<file path="config.mk">
export PLATFORM = sky130hd
export DESIGN_NAME = dsl_loader
export DESIGN_NICKNAME = d
export VERILOG_FILES = /design/src/design/dsl_pin_sync.v /design/src/design/dsl_loader.v
export VERILOG_INCLUDE_DIRS = /design/src /design/src/design
export SDC_FILE = /design/constraint.sdc
export NUM_CORES = 1
export LEC_CHECK = 0
export BUFFER_PORTS_ARGS = -buffer_cell sky130_fd_sc_hd__buf_4
export CAP_MARGIN = 20
export CORE_ASPECT_RATIO = 0.75
export CORE_MARGIN = 2
export CORE_UTILIZATION = 38
export CTS_CLUSTER_DIAMETER = 150
export DETAILED_ROUTE_END_ITERATION = 10
export HOLD_SLACK_MARGIN = 0.08
export PLACE_DENSITY = 0.68
export SETUP_SLACK_MARGIN = 0.3
export SYNTH_ARGS = -nofsm -noshare
export SYNTH_HDL_FRONTEND = slang
export SYNTH_SLANG_ARGS = --single-unit
</file>
<file path="constraint.sdc">
create_clock -name ref_clk -period 19.1 [get_ports ref_clk]
set_clock_uncertainty 0.1 [all_clocks]
set_input_delay 2.865 -clock ref_clk [delete_from_list [all_inputs] [get_ports ref_clk]]
set_output_delay 2.865 -clock ref_clk [all_outputs]
set_load 0.02 [all_outputs]
</file>
<file path="src/design/dsl_regs.vh">
// Purpose: Shared constants of the serial channel loader
// Assumes: Included by bare name from the design files
// Notes:   Definitions only
`ifndef DSL_REGS_VH
`define DSL_REGS_VH
`define DSL_ADDR_W      5
`define DSL_CODE_W      14
`define DSL_FRAME_BITS  19
`define DSL_CHANNELS    32
`define DSL_CODE_RST    14'h0000
`define DSL_CODE_MAX    14'h3FFF
`define DSL_CODE_LSB    0
`define DSL_ADDR_LSB    14
`define DSL_GAP_NS      200
`define DSL_SCLK_MAX_MHZ 30
`define DSL_CLK_MHZ     50
`endif

</file>
<file path="src/design/dsl_pin_sync.v">
// Purpose: Three-stage synchroniser with edge detection for a pin
// Assumes: Pin is asynchronous to ref_clk
// Notes:   Stage one feeds stage two only; edges use stages two and three
`default_nettype none
module dsl_pin_sync #(
    parameter RST_VAL = 1'b1
) (
    input  wire ref_clk,   // System clock
    input  wire rst,       // Asynchronous reset, active high
    input  wire pin,       // Raw pin level
    output wire level,     // Agreed level
    output wire rise,      // One-cycle pulse on agreed rise
    output wire fall       // One-cycle pulse on agreed fall
);
    reg s1_q;
    reg s2_q;
    reg s3_q;
    reg lvl_q;

    // Shift chain and agreed level
    always @(posedge ref_clk or posedge rst) begin
        if (rst) begin
            s1_q  <= RST_VAL;
            s2_q  <= RST_VAL;
            s3_q  <= RST_VAL;
            lvl_q <= RST_VAL;
        end else begin
            s1_q <= pin;
            s2_q <= s1_q;
            s3_q <= s2_q;
            if (s2_q == s3_q) begin
                lvl_q <= s3_q;
            end
        end
    end

    // Change counts once stages two and three agree
    assign level = lvl_q;
    assign rise  = (s2_q == s3_q) && s3_q && !lvl_q;
    assign fall  = (s2_q == s3_q) && !s3_q && lvl_q;
endmodule // dsl_pin_sync
`default_nettype wire

</file>
<file path="src/design/dsl_loader.v">
// Purpose: Serial front end loading 14-bit codes into 32 channel registers
// Assumes: Link pins sampled by ref_clk at 50 MHz; sclk at most 12.5 MHz
// Notes:   All 32 codes leave as one flat bus, channel n at bits n*14
//          Pins pass a three-stage sync, so updates trail the pins by
//          about four clocks; sclk high and low each need two clocks
// How it works
// RQ1 - Each frame yields a 5-bit address and 14-bit code for one channel
// RQ2 - All channel registers start at zero after power-up
// RQ3 - Codes are unsigned straight binary, 0 to 16383
// RQ4 - Reset pin low clears every register and all channel codes
// RQ5 - Data input is sampled at each falling serial clock edge
// RQ6 - Host sends exactly 19 bits per channel update
// RQ7 - Address selects one of 32 channels, top bit most significant
// RQ8 - Works with continuous or gated serial clock
// RQ9 - First falling frame sync edge clears the bit counter
// RQ10 - Frame sync changes ignored until all 19 bits are in
// RQ11 - After 19 bits further serial clock edges are ignored until rearmed
// RQ12 - Host gives a new frame sync falling edge before each transfer
// RQ13 - Host leaves at least 200 ns between frames
// RQ14 - Host serial clock stays at or below 30 MHz; the loader takes sclk only up to 12.5 MHz
// RQ15 - Frame sync active low; shift one bit per falling clock while low
// RQ16 - Host sends address then code, most significant bit first
// RQ17 - Broadcast pin high writes the received code to all channels
// RQ18 - Update on the 19th bit; aborted frames change nothing; code keeps the count and the next frame completes it
`default_nettype none
`include "dsl_regs.vh"
module dsl_loader #(
    parameter ADDR_W   = `DSL_ADDR_W,
    parameter CODE_W   = `DSL_CODE_W,
    parameter CHANNELS = `DSL_CHANNELS
) (
    input  wire                       ref_clk,     // System clock 50 MHz
    input  wire                       rst,         // Async reset, high
    input  wire                       reset_n,     // Device reset pin, low
    input  wire                       sclk,        // Serial clock pin
    input  wire                       sdata,       // Serial data pin
    input  wire                       fsync_n,     // Frame sync, low
    input  wire                       bcast,       // Broadcast load pin
    output reg  [CHANNELS*CODE_W-1:0] chan_codes,  // All channel codes
    output reg                        load_pulse,  // One cycle per update
    output reg                        busy         // Frame in progress
);
    localparam FRAME_W = ADDR_W + CODE_W;
    localparam CNT_W   = 5;
    // Count of the final bit, cut to the counter's width on purpose
    localparam integer     LAST_I   = `DSL_FRAME_BITS - 1;
    localparam [CNT_W-1:0] LAST_BIT = LAST_I[CNT_W-1:0];
    localparam [CNT_W-1:0] CNT_ONE  = {{(CNT_W-1){1'b0}}, 1'b1};
    // One-hot frame states
    localparam [2:0] ST_IDLE  = 3'b001;
    localparam [2:0] ST_SHIFT = 3'b010;
    localparam [2:0] ST_DONE  = 3'b100;

    wire sclk_fall;
    wire fs_fall;
    wire fs_lvl;
    wire rstpin_lvl;
    wire bcast_lvl;
    wire dat_lvl;
    wire clr;
    wire bit_stb;

    // Sequencer state and its next values
    reg [2:0]         state_q;
    reg [2:0]         state_d;
    reg [CNT_W-1:0]   cnt_q;
    reg [CNT_W-1:0]   cnt_d;
    reg [FRAME_W-2:0] shreg_q;
    reg [FRAME_W-2:0] shreg_d;
    reg               busy_d;
    reg               load_d;

    // True when the count stands on the final bit of a frame
    function is_last;
        input [CNT_W-1:0] cnt;
        begin
            is_last = (cnt == LAST_BIT);
        end
    endfunction

    // True when channel idx takes the code of the current frame
    function hits_chan;
        input [ADDR_W-1:0] addr;
        input [ADDR_W-1:0] idx;
        input              all;
        begin
            hits_chan = all || (addr == idx);
        end
    endfunction

    dsl_pin_sync #(.RST_VAL(1'b1)) u_sclk (
        .ref_clk (ref_clk),
        .rst     (rst),
        .pin     (sclk),
        .level   (),
        .rise    (),
        .fall    (sclk_fall)
    );
    dsl_pin_sync #(.RST_VAL(1'b1)) u_fs (
        .ref_clk (ref_clk),
        .rst     (rst),
        .pin     (fsync_n),
        .level   (fs_lvl),
        .rise    (),
        .fall    (fs_fall)
    );
    dsl_pin_sync #(.RST_VAL(1'b1)) u_rstpin (
        .ref_clk (ref_clk),
        .rst     (rst),
        .pin     (reset_n),
        .level   (rstpin_lvl),
        .rise    (),
        .fall    ()
    );
    dsl_pin_sync #(.RST_VAL(1'b0)) u_bcast (
        .ref_clk (ref_clk),
        .rst     (rst),
        .pin     (bcast),
        .level   (bcast_lvl),
        .rise    (),
        .fall    ()
    );
    dsl_pin_sync #(.RST_VAL(1'b1)) u_dat (
        .ref_clk (ref_clk),
        .rst     (rst),
        .pin     (sdata),
        .level   (dat_lvl),
        .rise    (),
        .fall    ()
    );

    // Reset pin held low acts as a synchronous clear of everything
    assign clr = !rstpin_lvl; // RQ4

    // A bit counts on a falling link clock while the frame is selected
    assign bit_stb = sclk_fall && !fs_lvl; // RQ5 RQ15 RQ8

    // Next state of the sequencer; frame sync edges ignored mid-frame
    always @* begin
        state_d = state_q;
        cnt_d   = cnt_q;
        shreg_d = shreg_q;
        busy_d  = busy;
        load_d  = 1'b0;
        case (state_q)
            ST_IDLE, ST_DONE: begin
                // Only a falling frame sync arms a new count
                if (fs_fall) begin
                    state_d = ST_SHIFT; // RQ9
                    cnt_d   = {CNT_W{1'b0}}; // RQ9
                    busy_d  = 1'b1;
                end
            end
            ST_SHIFT: begin
                // Stays armed through an aborted frame until bit 19
                if (bit_stb) begin // RQ10
                    if (is_last(cnt_q)) begin
                        state_d = ST_DONE; // RQ11
                        busy_d  = 1'b0;
                        load_d  = 1'b1; // RQ18
                    end else begin
                        shreg_d = {shreg_q[FRAME_W-3:0], dat_lvl};
                        cnt_d   = cnt_q + CNT_ONE;
                    end
                end
            end
            default: begin
                state_d = ST_IDLE;
                busy_d  = 1'b0;
            end
        endcase
    end

    // Sequencer registers; the reset pin clears them like the reset input
    always @(posedge ref_clk or posedge rst) begin
        if (rst) begin
            state_q    <= ST_IDLE;
            cnt_q      <= {CNT_W{1'b0}};
            shreg_q    <= {(FRAME_W-1){1'b0}};
            busy       <= 1'b0;
            load_pulse <= 1'b0;
        end else if (clr) begin
            state_q    <= ST_IDLE; // RQ4
            cnt_q      <= {CNT_W{1'b0}};
            shreg_q    <= {(FRAME_W-1){1'b0}};
            busy       <= 1'b0;
            load_pulse <= 1'b0;
        end else begin
            state_q    <= state_d;
            cnt_q      <= cnt_d;
            shreg_q    <= shreg_d;
            busy       <= busy_d;
            load_pulse <= load_d;
        end
    end

    // Channel registers: the 19th bit completes the frame in place
    wire [FRAME_W-1:0] frame_w = {shreg_q, dat_lvl};
    wire [ADDR_W-1:0]  addr_w  = frame_w[FRAME_W-1:`DSL_ADDR_LSB]; // RQ7
    wire [CODE_W-1:0]  code_w  = frame_w[CODE_W-1:`DSL_CODE_LSB]; // RQ3
    integer i;
    always @(posedge ref_clk or posedge rst) begin
        if (rst) begin
            chan_codes <= {CHANNELS{`DSL_CODE_RST}}; // RQ2
        end else if (clr) begin
            chan_codes <= {CHANNELS{`DSL_CODE_RST}}; // RQ4
        end else if (load_d) begin // RQ18
            // Broadcast or the decoded address picks the channels
            for (i = 0; i < CHANNELS; i = i + 1) begin
                if (hits_chan(addr_w, i[ADDR_W-1:0], bcast_lvl)) begin // RQ17
                    chan_codes[i*CODE_W +: CODE_W] <= code_w; // RQ1
                end
            end
        end
    end
endmodule // dsl_loader
`default_nettype wire

</file>
# Word-level counts from Yosys, hierarchy flattened
# Cells that the tools add are included.
dict set report op_classes {
  add_sub_neg 1
  eq_ne 81
  muxes 57
  n_reduce_logical 77
}
# op n
set op_table {}
lappend op_table {{two-way mux 448 bit} 2}
lappend op_table {{two-way mux 14 bit} 32}
lappend op_table {{equality test 5 bit, second input constant} 17}
lappend op_table {{two-way mux 18 bit} 4}
lappend op_table {{inequality test 2 bit, second input constant} 36}
lappend op_table {{AND reduction 2 bit} 32}
lappend op_table {{equality test 5 x 4 -> 1 bit, second input constant} 8}
lappend op_table {{logical OR 1 bit} 32}
lappend op_table {{equality test 5 x 3 -> 1 bit, second input constant} 4}
lappend op_table {{two-way mux 5 bit} 4}
lappend op_table {{inequality test 3 bit, second input constant} 5}
lappend op_table {{two-way mux 3 bit} 4}
lappend op_table {{equality test 5 x 2 -> 1 bit, second input constant} 2}
lappend op_table {{case mux 5 bit (2 select lines)} 1}
lappend op_table {{two-way mux 1 bit} 8}
lappend op_table {{case mux 3 bit (2 select lines)} 1}
lappend op_table {{AND reduction 3 bit} 2}
lappend op_table {{adder 5 x 1 -> 5 bit, second input constant} 1}
lappend op_table {{equality test 1 bit} 5}
lappend op_table {{equality test 5 x 1 -> 1 bit, second input constant} 1}
lappend op_table {{logical AND 1 bit} 5}
lappend op_table {{logical NOT 5 bit} 1}
lappend op_table {{AND reduction 4 bit} 1}
lappend op_table {{equality test 3 x 1 -> 1 bit, second input constant} 1}
lappend op_table {{5 further kinds} 7}
dict set report totals {
  regBits 496
  inputBits 7
  output_inout_bits 450
  elab_cells 273
}

# Longest topological paths before layout
dict set report logic_depth {
  ltp_word 8
  ltp_mapped 9
  mapped_depth_nobuf 6
}

# Hierarchy
# From an unflattened synthesis, not the netlist that was laid out.
dict set report hier_totals {
  cells_unflattened 1238
  area_unflattened_um2 19806.5
}
# mod instances cells_each area_each_um2 seq_area_each_um2
set by_module_without_submodules {}
lappend by_module_without_submodules {dsl_loader 1 1178 18966.9 11912.7}
lappend by_module_without_submodules {{dsl_pin_sync at u_dat ...} 4 12 168.9 105.1}
lappend by_module_without_submodules {{dsl_pin_sync at u_bcast} 1 12 163.9 100.1}

# Least setup slack after synthesis
# OpenSTA, ideal clock, no wires.
dict set report synth_path {
  path_type {register -> output}
  from {register busy}
  to {output busy}
  arrival_ps 464
  required_ps 16135
  path_slack_ps 15671
  stages_incl_launch_ff 1
  path_buffers 0
  cell_sequence {dfrtp_1}
}
# item line_no
set synth_rtl {}
lappend synth_rtl {{start: declaration} dsl_loader.v:41} ;# output reg busy
lappend synth_rtl {{start signal: assignment} dsl_loader.v:192} ;# busy <= busy_d;
# No word-level cell between the ends.

==> impl_metrics.csv <==
group,metric,value,unit
hold_path,hold_path.class,"flop to flop",
placement,portBuffers,456,
timing,period_minus_slack,4770,ps
cts,ctsResizeCount,0,
cells_and_area,n_fill_cell,5034,
cts,clockBufferDepth,3,
pwr,p_total,2.13,mW
yosys,synthXorXnorAreaFrac,0.0412,%
global_route,grt_max_degree,243,
drt,drc_errors,0,
cts,cts.sink_count,495,
flow_run,drv_cap,0,
yosys,synth_compound_area_share,1.85,%
floorplanning,core_area,55600,um^2
floorplanning,start_util,38.2,%
global_route,grt_util_met3,6.21,%
floorplanning,die_h,209,um
yosys,synth.mux.area_fraction,21.1,%
setup_path,crit_type,"primary input to asynchronous set/reset pin",
yosys,synth_edf_count,0,
drt,avgRoutedWirePerCell,21.5,um
setup_path,cp-end-kind,"asynchronous set/reset pin",
floorplanning,num_io_pins,457,
yosys,yosysSeqAreaShare,58.3,%
timing,setup-tns-final,0,ps
setup_path,cp_max_fo,149,
floorplanning,rows,75,
setup_path,crit_buf_inv,4,
global_route,grtUsageTotal,21.1,%
global_route,first_global_vias,14854,
yosys,synth-simple-area-share,13.0,%
setup_path,setup.worst_path.start_class,"primary input",
cells_and_area,utilization,47.6,%
pwr,p_per_area,80.5,nW/um^2
cells_and_area,design_area,26500,um^2
cts,cts_buffers,52,
setup_path,crit_required,19600,ps
setup_path,cp_common_cell,"buf_4",
timing,fmax,210,MHz
cts,clk_pin_slew_worst_paths,60,ps
global_route,grtUsageMet1,29.1,%
yosys,synth_area_leaders,"dfrtp_1 56%, mux2i_1 21%, nand2_1 8.9%",
global_route,antenna_found_initial,1,
drt,firstDrtPassIters,5,
yosys,synth_cell_types,40,
status,status,"finished, final reports clean",
yosys,syn_area,21300,um^2
pwr,ir_worst_vdd,0.0000581,V
floorplanning,die_area,57900,um^2
placement,dp_cells,2793,
yosys,postSynthCellCount,1737,
yosys,synth_seq_cells,495,
cells_and_area,mostFrequentLayoutCells,"490 x nand2_1, 478 x dfrtp_1, 466 x buf_4, 448 x mux2i_1, 52 x clkbuf_16",
pwr,p_leak,12.3,nW
yosys,synth_top_family_by_area,"multiplexers",
timing,final.setup.worst_slack,14330,ps
timing,hold_viol_final,0,
timing,worst_pin_slew,1120,ps
timing,drv_slew,0,
timing,slew_headroom,25.1,%
setup_path,critPathArrivalTime,5260,ps
timing,hold_ws,256,ps
yosys,synthArstFlopShare,100,%
cts,clk_latency,590,ps
timing,finalSetupViolCount,0,
drt,drt_iter0_markers,1453,
setup_path,path_cells,"buf_4 -> inv_8 -> buf_12 -> buf_4",
drt,vias,14525,
cells_and_area,final_common_cell,"nand2_1",
floorplanning,die_w,277,um
timing,rsz0062_at_grt,"no",
placement,gp_congestion,0.769,
yosys,syn_avg_cell_area,12.2,um^2
yosys,yosys_warnings,0,
global_route,grt_pass1_wl,93.9,mm
yosys,synth_ff_type,"dfrtp_1",
setup_path,crit_family,"buffers and inverters",
setup_path,cp_slowest_cell,"buf_4",
cells_and_area,syn2layout_area_growth,24.6,%
placement,dp_slack,13450,ps
drt,ant_nets,0,
drt,vias_per_cell,5.02,
global_route,grt-busiest-layer,"met2",
global_route,grt_overflow_total,0,
cts,cts_setup_buffers,0,
timing,post-route-period-util,24.9,%
yosys,yosys.area.top_type_share,56.2,%
cells_and_area,fin_cells,2893,
setup_path,reg2reg_slack,15670,ps
setup_path,cp_slowest_stage_delay,820,ps
placement,placed_cell_area,24700,um^2
cts,root_buffer,"clkbuf_16",
yosys,synthAdderAreaFrac,0.376,%
cts,cts_tree,"built",
cells_and_area,nets,2132,
cts,ctsHoldBuffers,0,
yosys,synth_top_area_cell,"dfrtp_1",
placement,hpwlAfterDp,38.3,mm
cells_and_area,drive_gt1_share,29.0,%
drt,finalWirelength,62.3,mm
global_route,grt_use_met2,32.4,%
cts,htree_levels,2,
yosys,syn_nets,1748,
[registers in the layout, summed over array words and instances (netlist names), 2 cells and up]
register    flops
chan_codes    448
cnt_q           5
shreg_q        18
state_q         2
[cell usage after synthesis, drive strengths merged (5+ instances only)]
library cell	n
a21boi	19
a21oi	34
buf	43
clkbuf	103
dfrtp	478
dfstp	17
inv	7
mux2i	448
nand2	504
nand3	5
nor2	34
[kinds of logic (layout without fill, tap and decap cells)]
logic type      Yosys count  in the layout
simple gates            569            569
flops                   495            495
mux                     448            448
buf+inv                 153            577
compound gates           64             64
fa+ha+maj                 7              7
xor+xnor                  1              1
other cells               0              1
[cell type report]
class | instances | area [um^2] | share of cell area [%]
Inverter | 7 | 33.8 | 0.127
Timing Repair Buffer | 476 | 3710 | 14.0
Tap cell | 731 | 915 | 3.45
Sequential cell | 495 | 12400 | 46.8
Clock buffer | 73 | 1480 | 5.58
Clock inverter | 21 | 195 | 0.736
Antenna cell | 1 | 2.50 | 0.00944
Multi-Input combinational cell | 1089 | 7760 | 29.3
[layer usage]
| metal | wire length [um] | part of all wire [%] |
|---|---|---|
| met5 | 0 | 0 |
| met4 | 1400 | 2.3 |
| met3 | 4990 | 8.0 |
| met2 | 28200 | 45 |
| met1 | 27700 | 44 |
[worst reg2reg max path: stages (launching register included)]
cell     delay [ps]
dfstp_4        1120
buf_4           720
buf_4           950
nand2_1         260
mux2i_1         190
[where the power goes]
group	internal (mW)	switching (mW)	leakage, nW	total, mW
sequential	1.05	0.00736	6.85	1.06
combinational	0.0103	0.0632	4.61	0.0736
clock	0.570	0.429	0.831	0.999
total	1.63	0.500	12.3	2.13
[worst paths after layout]
check                                from              end  cells after the start
setup / recovery                      rst  chan_codes[182]                      4
hold / removal                 u_dat.s1_q       u_dat.s2_q                      0
setup reg to reg           u_rstpin.level  chan_codes[426]                      4
hold reg to reg                u_dat.s1_q       u_dat.s2_q                      0
max in group ref_clk                 busy             busy                      1
min in group asynchronous             rst   chan_codes[30]                      2
Power figures use the tool's default switching activity.
